**config.mk**
```make
export PLATFORM = sky130hd
export DESIGN_NAME = ecs_serializer
export DESIGN_NICKNAME = d
export VERILOG_FILES = /design/src/logic/ecs_serializer.v /design/src/logic/ecs_sync2.v /design/src/logic/ecs_lock_timer.v
export VERILOG_INCLUDE_DIRS = /design/src /design/src/logic
export SDC_FILE = /design/constraint.sdc
export NUM_CORES = 1
export LEC_CHECK = 0
export BUFFER_PORTS_ARGS = -buffer_cell sky130_fd_sc_hd__buf_4
export CAP_MARGIN = 20
export CORE_UTILIZATION = 59
export DETAILED_ROUTE_END_ITERATION = 12
export GPL_TIMING_DRIVEN = 1
export PLACE_DENSITY_LB_ADDON = 0.25
export RECOVER_POWER = 50
export SLEW_MARGIN = 20
export SYNTH_ARGS = -nofsm -noshare
export SYNTH_HDL_FRONTEND = slang
export SYNTH_SLANG_ARGS = --single-unit
```
**constraint.sdc**
```tcl
create_clock -name clk -period 2.18 [get_ports clk]
set_input_delay 0.109 -clock clk [delete_from_list [all_inputs] [get_ports clk]]
set_output_delay 0.109 -clock clk [all_outputs]
set_load 0.01 [all_outputs]
```
**src/logic/ecs_consts.vh**
```
`ifndef ECS_CONSTS_VH
`define ECS_CONSTS_VH

// channel count and word geometry
`define ECS_CHANNELS        8
`define ECS_DATA_BITS       10
`define ECS_FRAME_BITS      12
`define ECS_BIT_CNT_W       4

// frame framing bits, sent first and last
`define ECS_START_LEVEL     1'b1
`define ECS_STOP_LEVEL      1'b0

// sync pattern, sent lsb first: six ones then six zeros
`define ECS_SYNC_PATTERN    12'h03F

// word clock edges the resync request must be high before sync is sent
`define ECS_SYNC_HOLD_EDGES 3'h4
`define ECS_SYNC_CNT_W      3

// pll lock time in word clock periods
`define ECS_PLL_LOCK_EDGES  10'h1FE
`define ECS_PLL_CNT_W       10

// single channel wake time in word clock periods
`define ECS_CH_WAKE_EDGES   10'h03C

`endif

```
**src/logic/ecs_serializer.v**
```verilog
`timescale 1ns/1ns
`include "ecs_consts.vh"
// Summary of operation
// - each word clock rising edge captures every channel's 10-bit word.
// - all channels share one word clock and one lock model.
// - master sleep low stops the pll and floats all outputs.
// - channel sleep low floats only that channel; pll stays locked.
// - nothing runs and outputs float until supply good is seen.
// - once locked, each channel sends data or sync per its request.
// - sync pattern is six ones then six zeros, once per word period.
// - request high for 4 word clocks replaces data with sync.
// - request low returns the channel to sending data.
// - frames carry a start bit of one and a stop bit of zero.
// - twelve frame bits leave within each word clock period.
// - data drives only with enable, both sleeps high, request not held for 4 word clocks.
// - drive enable low floats all eight outputs regardless.
// - drive enable returning high shows each channel's current state, as if it had never floated.
module ecs_serializer #(
    parameter CHANNELS  = `ECS_CHANNELS,
    parameter DATA_BITS = `ECS_DATA_BITS
) (
    input  wire                          clk,
    input  wire                          rstn,
    input  wire                          sharedWordClock,
    input  wire                          supplyGood,
    input  wire                          masterSleepN,
    input  wire [CHANNELS-1:0]           channelSleepN,
    input  wire                          outputDriveEnable,
    input  wire [CHANNELS-1:0]           resyncRequest,
    input  wire [CHANNELS*DATA_BITS-1:0] parallelWordIn,
    output wire [CHANNELS-1:0]           serialLineOut,
    output wire [CHANNELS-1:0]           serialLineOe,
    output wire                          pllLocked,
    output wire [CHANNELS-1:0]           channelAwake,
    output wire [CHANNELS-1:0]           syncActive
);

    // bits per frame, start and stop included
    localparam FRAME_BITS = `ECS_FRAME_BITS;

    // global power states of the device
    localparam [1:0] ST_OFF     = 2'b00;
    localparam [1:0] ST_ASLEEP  = 2'b01;
    localparam [1:0] ST_LOCKING = 2'b10;
    localparam [1:0] ST_RUN     = 2'b11;

    // synchronised copies of the pins
    wire                          wordClockSync;
    wire                          supplyGoodSync;
    wire                          masterSleepNSync;
    wire                          driveEnableSync;
    wire [CHANNELS-1:0]           channelSleepNSync;
    wire [CHANNELS-1:0]           resyncSync;
    wire [CHANNELS*DATA_BITS-1:0] wordSync;
    // shared timing and power state
    wire                          pllRun;
    wire                          lockDone;
    reg                           wordClockLast;
    reg  [1:0]                    powerState;
    reg  [1:0]                    next_powerState;
    wire                          wordEdge;
    wire                          runState;

    // latency from any pin to the line: two synchroniser flops and one
    // registered decision, so outputs move three clocks after a pin
    // all control pins are asynchronous to clk and pass two flops
    ecs_sync2 #(
        .WIDTH (4)
    ) uCtrlSync (
        .clk     (clk),
        .rstn    (rstn),
        .pinIn   ({sharedWordClock, supplyGood, masterSleepN,
                   outputDriveEnable}),
        .syncOut ({wordClockSync, supplyGoodSync, masterSleepNSync,
                   driveEnableSync})
    );

    // per-channel control pins
    ecs_sync2 #(
        .WIDTH (2*CHANNELS)
    ) uChanSync (
        .clk     (clk),
        .rstn    (rstn),
        .pinIn   ({channelSleepN, resyncRequest}),
        .syncOut ({channelSleepNSync, resyncSync})
    );

    // the data bus takes the same two-flop path as the word clock, so a
    // word lines up with the clock edge that launched it
    ecs_sync2 #(
        .WIDTH (CHANNELS*DATA_BITS)
    ) uWordSync (
        .clk     (clk),
        .rstn    (rstn),
        .pinIn   (parallelWordIn),
        .syncOut (wordSync)
    );

    // the word clock is treated as data: its edge is found on clk
    // rising edge finder reads only the second synchroniser stage
    always @(posedge clk or negedge rstn) begin
        if (!rstn) begin
            wordClockLast <= 1'b0;
        end else begin
            wordClockLast <= wordClockSync;
        end
    end

    assign wordEdge = wordClockSync & ~wordClockLast;

    // the pll runs only with supply good and master sleep released
    assign pllRun = supplyGoodSync & masterSleepNSync;

    // one shared lock model for every channel; losing power restarts it
    ecs_lock_timer #(
        .CNT_W      (`ECS_PLL_CNT_W),
        .LOCK_EDGES (`ECS_PLL_LOCK_EDGES)
    ) uPllLock (
        .clk      (clk),
        .rstn     (rstn),
        .enable   (pllRun),
        .wordEdge (wordEdge),
        .locked   (lockDone)
    );

    // power state follows supply, master sleep and lock
    always @* begin
        next_powerState = powerState;
        case (powerState)
            // no supply: everything held off
            ST_OFF: begin
                if (supplyGoodSync) begin
                    next_powerState = ST_ASLEEP;
                end
            end
            // supply good, waiting for master sleep to release
            ST_ASLEEP: begin
                if (!supplyGoodSync) begin
                    next_powerState = ST_OFF;
                end else if (masterSleepNSync) begin
                    next_powerState = ST_LOCKING;
                end
            end
            // lock timer running; outputs still float
            ST_LOCKING: begin
                if (!pllRun) begin
                    next_powerState = supplyGoodSync ? ST_ASLEEP : ST_OFF;
                end else if (lockDone) begin
                    next_powerState = ST_RUN;
                end
            end
            // locked: channels may drive
            ST_RUN: begin
                if (!pllRun) begin
                    next_powerState = supplyGoodSync ? ST_ASLEEP : ST_OFF;
                end
            end
            // an unused code falls back to the safe off state
            default: begin
                next_powerState = ST_OFF;
            end
        endcase
    end

    always @(posedge clk or negedge rstn) begin
        if (!rstn) begin
            powerState <= ST_OFF;
        end else begin
            powerState <= next_powerState;
        end
    end

    // run state gates every channel's drive; pllLocked is the state
    // itself, so it drops in the same clock as the state
    assign runState  = (powerState == ST_RUN);
    assign pllLocked = runState;

    // one serializer per channel, all paced by the shared word edge
    // channels are independent; only word edge, power, lock and drive enable are shared
    genvar ch;
    generate
        for (ch = 0; ch < CHANNELS; ch = ch + 1) begin : gChan
            // sync request tracking
            reg  [`ECS_SYNC_CNT_W-1:0] syncCount;
            reg                        syncMode;
            // serial output stage
            reg  [FRAME_BITS-1:0]      shiftReg;
            reg                        lineBit;
            reg                        lineOe;
            reg  [FRAME_BITS-1:0]      next_frame;
            wire                       chanWake;
            wire                       chanOn;
            wire [DATA_BITS-1:0]       chanWord;
            wire                       syncLoad;
            wire                       driveOk;

            // this channel's slice of the synchronised data bus
            assign chanWord = wordSync[ch*DATA_BITS +: DATA_BITS];

            // a channel runs only while the pll runs and its own sleep
            // is released; its sleep leaves the shared lock untouched
            assign chanOn = pllRun & channelSleepNSync[ch];

            // the channel wake delay hides the driver start-up after sleep
            ecs_lock_timer #(
                .CNT_W      (`ECS_PLL_CNT_W),
                .LOCK_EDGES (`ECS_CH_WAKE_EDGES)
            ) uWake (
                .clk      (clk),
                .rstn     (rstn),
                .enable   (chanOn),
                .wordEdge (wordEdge),
                .locked   (chanWake)
            );

            // sync mode needs the request seen on four word edges in a
            // row; dropping the request leaves sync at once
            // a pulse of three words or less never reaches sync
            always @(posedge clk or negedge rstn) begin
                if (!rstn) begin
                    syncCount <= {`ECS_SYNC_CNT_W{1'b0}};
                    syncMode  <= 1'b0;
                end else if (!resyncSync[ch] || !chanOn) begin
                    syncCount <= {`ECS_SYNC_CNT_W{1'b0}};
                    syncMode  <= 1'b0;
                end else if (wordEdge) begin
                    if (syncCount == `ECS_SYNC_HOLD_EDGES - 1'b1) begin
                        syncMode <= 1'b1;
                    end
                    if (syncCount != `ECS_SYNC_HOLD_EDGES) begin
                        syncCount <= syncCount + 1'b1;
                    end
                end
            end

            // the fourth request edge already carries the sync pattern
            assign syncLoad = wordEdge & resyncSync[ch] &
                              (syncCount ==
                               `ECS_SYNC_HOLD_EDGES - 1'b1);

            // frame for the next word period, sent lsb first
            always @* begin
                next_frame = {`ECS_STOP_LEVEL, chanWord,
                              `ECS_START_LEVEL};
                if (syncMode || syncLoad) begin
                    next_frame = `ECS_SYNC_PATTERN;
                end
            end

            // clk is the bit clock, twelve per word period: each word
            // edge reloads the frame, other cycles shift one bit out;
            // after the last bit the line rests at the stop level
            // a word edge that comes early cuts the frame short
            always @(posedge clk or negedge rstn) begin
                if (!rstn) begin
                    shiftReg <= {FRAME_BITS{1'b0}};
                    lineBit  <= `ECS_STOP_LEVEL;
                end else if (!chanOn) begin
                    shiftReg <= {FRAME_BITS{1'b0}};
                    lineBit  <= `ECS_STOP_LEVEL;
                end else if (wordEdge) begin
                    shiftReg <= {`ECS_STOP_LEVEL,
                                 next_frame[FRAME_BITS-1:1]};
                    lineBit  <= next_frame[0];
                end else begin
                    shiftReg <= {`ECS_STOP_LEVEL,
                                 shiftReg[FRAME_BITS-1:1]};
                    lineBit  <= shiftReg[0];
                end
            end

            // every drive condition in one place; the sleeps are folded
            // into chanOn and the lock into runState
            assign driveOk = driveEnableSync
                             & runState
                             & chanOn & chanWake;

            // drive only when enabled, awake, locked and powered; the
            // shifter keeps running under drive enable low, so raising
            // it again shows the state the channel would have had
            always @(posedge clk or negedge rstn) begin
                if (!rstn) begin
                    lineOe <= 1'b0;
                end else begin
                    lineOe <= driveOk;
                end
            end

            // outputs leave straight from flops
            assign serialLineOut[ch] = lineBit;
            assign serialLineOe[ch]  = lineOe;
            assign channelAwake[ch]  = chanWake;
            assign syncActive[ch]    = syncMode;
        end
    endgenerate

endmodule

```
**src/logic/ecs_sync2.v**
```verilog
`timescale 1ns/1ns
// two flip-flop synchroniser for pin inputs; stage one feeds stage two only
module ecs_sync2 #(
    parameter WIDTH = 1
) (
    input  wire             clk,
    input  wire             rstn,
    input  wire [WIDTH-1:0] pinIn,
    output reg  [WIDTH-1:0] syncOut
);

    reg [WIDTH-1:0] stageOne;

    // both stages clear to zero so everything reads as asleep at reset
    always @(posedge clk or negedge rstn) begin
        if (!rstn) begin
            stageOne <= {WIDTH{1'b0}};
            syncOut  <= {WIDTH{1'b0}};
        end else begin
            stageOne <= pinIn;
            syncOut  <= stageOne;
        end
    end

endmodule

```
**src/logic/ecs_lock_timer.v**
```verilog
`timescale 1ns/1ns
`include "ecs_consts.vh"
// counts word clock edges while enabled; reports done after LOCK_EDGES
module ecs_lock_timer #(
    parameter                     CNT_W      = `ECS_PLL_CNT_W,
    parameter [CNT_W-1:0]         LOCK_EDGES = `ECS_PLL_LOCK_EDGES
) (
    input  wire clk,
    input  wire rstn,
    input  wire enable,
    input  wire wordEdge,
    output reg  locked
);

    reg [CNT_W-1:0] edgeCount;

    // dropping enable restarts the whole lock sequence
    always @(posedge clk or negedge rstn) begin
        if (!rstn) begin
            edgeCount <= {CNT_W{1'b0}};
            locked    <= 1'b0;
        end else if (!enable) begin
            edgeCount <= {CNT_W{1'b0}};
            locked    <= 1'b0;
        end else if (wordEdge && !locked) begin
            if (edgeCount == LOCK_EDGES - 1'b1) begin
                locked <= 1'b1;
            end
            edgeCount <= edgeCount + 1'b1;
        end
    end

endmodule

```
==> impl_metrics.env <==
export IMPL_outcome="complete, no violations"
export IMPL_port_bufs=134
export IMPL_synth_edf_count=0
export IMPL_yosys_register_bits=430
export IMPL_cts_htree_levels=2
export IMPL_route_detailed_wl_per_inst_um=17.75
export IMPL_final_hold_violation_count=0
export IMPL_setup_violations_final=0
export IMPL_share_comb_of_total_power_pct=4.6
export IMPL_grt_pass1_wl_um=55800
export IMPL_worst_endpoint_arrival_ns=2.53
export IMPL_via_count_of_the_first_global_routing_pass=11251
export IMPL_worst_setup_path_type="reg -> reg"
export IMPL_place_congestion=0.8460
export IMPL_mappedNetlistNets=1438
export IMPL_seqPwrFrac_pct=49.4
export IMPL_finalWorstSetupSlack_ns=0.09840
export IMPL_ys_dominant_reg_cell="dfrtp_1"
export IMPL_detailroute_via_count=10868
export IMPL_root_buffer="clkbuf_16"
export IMPL_worst_skew_pair_late_latency_ns=0.55
export IMPL_syn_inst=1302
export IMPL_cts_hold_buffers=101
export IMPL_worstSetupStartpointType="flop"
export IMPL_postSynth_asyncResetShare_pct=100.0
export IMPL_power_density_mw_per_mm2=847.5
export IMPL_netSwitchingPower_mw=3.586
export IMPL_syn_avg_cell_area_um2=12.34
export IMPL_die_y_um=167.0
export IMPL_post_synth_instance_area_mm2=0.01607
export IMPL_unrepaired_setup_endpoints_after_global_routing="no"
export IMPL_tns_ns=0
export IMPL_worst_slew_pin_transition_ns=1.328
export IMPL_total_of_cells_resized_after_clock_tree_synthesis=0
export IMPL_grt_antenna_before_repair=0
export IMPL_fin_area_mm2=0.01979
export IMPL_clockBufferDepth=3
export IMPL_fp_row_count=60
export IMPL_fin_total_pwr_mw=16.77
export IMPL_p_clk_share_pct=46.0
export IMPL_layout_drive_gt1_share_pct=17.74
export IMPL_numCtsBuffers=42
export IMPL_postCtsSetupBuffers=0
export IMPL_cts_tree="done"
export IMPL_placedInstanceArea_mm2=0.01739
export IMPL_number_of_violations_of_the_max_capacitance_limit=0
export IMPL_drc_errors=0
export IMPL_detailed_place_hpwl_um=19800
export IMPL_layout_core_utilization_pct=73.82
export IMPL_route_detailed_vias_per_inst=5.729
export IMPL_start_util_pct=59.95
export IMPL_critical_path_required_ns=2.63
export IMPL_critical_path_peak_fanout=19
export IMPL_pre_cts_ws_ns=0.1196
export IMPL_die_area_mm2=0.02790
export IMPL_pin_count=135
export IMPL_dieWidth_um=167.0
export IMPL_drt_pass1_iter_count=5
export IMPL_netlist_cell_type_count=46
export IMPL_switching_power_share_of_the_total_pct=21.39
export IMPL_grt_overflow=0
export IMPL_achievable_frequency_ghz=0.4804
export IMPL_synthToLayoutAreaGrowth_pct=23.14
export IMPL_synth_top_cell_by_area="dfrtp_1"
export IMPL_placeableCoreArea_mm2=0.02680
export IMPL_num_nets_final=1662
export IMPL_yosysWarningCount=0
export IMPL_finalCriticalPeriod_ns=2.082
export IMPL_power_ir_vdd_worst_mv=0.8517
export IMPL_finalClockSkew_ns=0.02832
export IMPL_final_antenna_net_count=0
export IMPL_internal_power_mw=13.18
export IMPL_synth_sequential_area_ratio_pct=66.97
export IMPL_kind_of_end_point_of_the_critical_path="flop"
export IMPL_layout_worst_path_cycle_share_pct=95.49
export IMPL_worstHoldPathType="in -> async"
export IMPL_timing_slew_headroom_pct=11.44
export IMPL_total_leakage_power_nw=8.732
export IMPL_finalMaxSlewViolations=0
export IMPL_number_of_drc_markers_in_iteration_0=785
export IMPL_n_antenna_cell=0
export IMPL_totalWireLength_um=33670
export IMPL_grt_max_degree=65
export IMPL_yosys_top_cells_area="dfrtp_1, a21oi_1, o221a_2"
export IMPL_clkSinkCount=430
export IMPL_yosys_area_top_type_share_pct=66.97
export IMPL_grt_util_all_layers_pct=25.15
export IMPL_clk_pin_slew_ns=0.06
[layer usage]
layer | track usage, % | up-vias | share of wire [%] | wire, um
met5 | 0 | - | 0 | 0
met1 | 33.65 | 5511 | 43 | 14360
met2 | 42.42 | 265 | 50 | 16870
met3 | 3.874 | 69 | 4.7 | 1588
met4 | 8.374 | 0 | 2.5 | 854
li1 | - | 5023 | - | -
[kinds of logic after synthesis]
kind of cell,share of synthesized area [%]
buffers and inverters,3.816
XOR/XNOR,0.7632
AND/OR/NAND/NOR,14.30
adder cells (fa/ha/maj),2.648
AO/OA/AOI/OAI,9.937
flip-flops,66.97
multiplexers,1.565
[per-stage QoR]
step | instances | hold slack [ns]
after floorplan | 1302 | -0.1866
after global placement | 1722 | 0.1099
after detailed placement | 1722 | 0.1084
after CTS | 1897 | 0.1502
after global routing | 1897 | 0.1532
final | 1897 | 0.09475
[critical path: stages, from the launching register on]
cell and delay, ns:
dfrtp_1 0.59, buf_4 0.28, or3b_1 0.52, or4_1 0.45
a21oi_1 0.16
[synth_stat cells, types with 18 or more instances]
cell	instances
o221a_2	40
nor2_1	65
a21oi_1	119
buf_4	32
o31ai_1	27
clkbuf_1	32
inv_1	38
ha_1	34
nand3_1	66
or4_1	32
and3_1	18
nand2b_1	29
o21ai_0	44
nand2_1	114
or3_1	18
mux2i_1	24
dfrtp_1	430
[final cells by class]
type / instances / area, um2
Clock buffer: 50 / 1121
Multi-Input combinational cell: 747 / 4703
Fill cell: 1689 / 7015
Clock inverter: 24 / 357.8
Sequential cell: 430 / 10760
Tap cell: 341 / 426.7
Inverter: 38 / 142.6
Timing Repair Buffer: 267 / 2273
[flip-flops by register name, indices dropped and copies added (netlist names), 10 cells and up]
name and flops:
gChan.syncCount 24, gChan.uWake.edgeCount 80, uPllLock.edgeCount 10, uChanSync.syncOut 16, uChanSync.stageOne 16, gChan.shiftReg 80
uWordSync.stageOne 80, uWordSync.syncOut 80
[placed cells by master, fill, tap and decap left out, types with 32 or more instances in the layout]
master,count
clkbuf_4,99
nor2_1,65
o221a_2,40
dlygate4sd3_1,101
or4_1,32
clkbuf_16,42
nand3_1,66
inv_1,38
dfrtp_1,430
a21oi_1,119
ha_1,34
buf_4,52
o21ai_0,44
nand2_1,114
[power groups by stage]
stage               combinational (mW)  sequential [mW]  clock [mW]
detailed placement               0.650             8.43           0
floorplan                        0.233             8.40           0
CTS                              0.800             8.29        7.81
global placement                 0.634             8.42           0
global route                     0.855             8.30        8.14
finish                           0.767             8.29        7.71
[path summary, 6_finish.rpt]
kind | startpoint | endpoint | slack (ns) | depth (start not counted)
min | rstn | uChanSync.stageOne[12]$_DFF_PN0_ | 0.09 | 2
max in group asynchronous | rstn | uCtrlSync.stageOne[3]$_DFF_PN0_ | 0.43 | 3
max | wordClockLast$_DFF_PN0_ | gChan[6].uWake.edgeCount[5]$_DFFE_PN0P_ | 0.1 | 4
min in group clk | parallelWordIn[79] | uWordSync.stageOne[79]$_DFF_PN0_ | 0.22 | 2
min reg2reg | uWordSync.stageOne[68]$_DFF_PN0_ | uWordSync.syncOut[68]$_DFF_PN0_ | 0.34 | 0
max reg2reg | wordClockLast$_DFF_PN0_ | gChan[6].uWake.edgeCount[5]$_DFFE_PN0P_ | 0.1 | 4
Note: power is estimated with default switching activity, not from simulation.
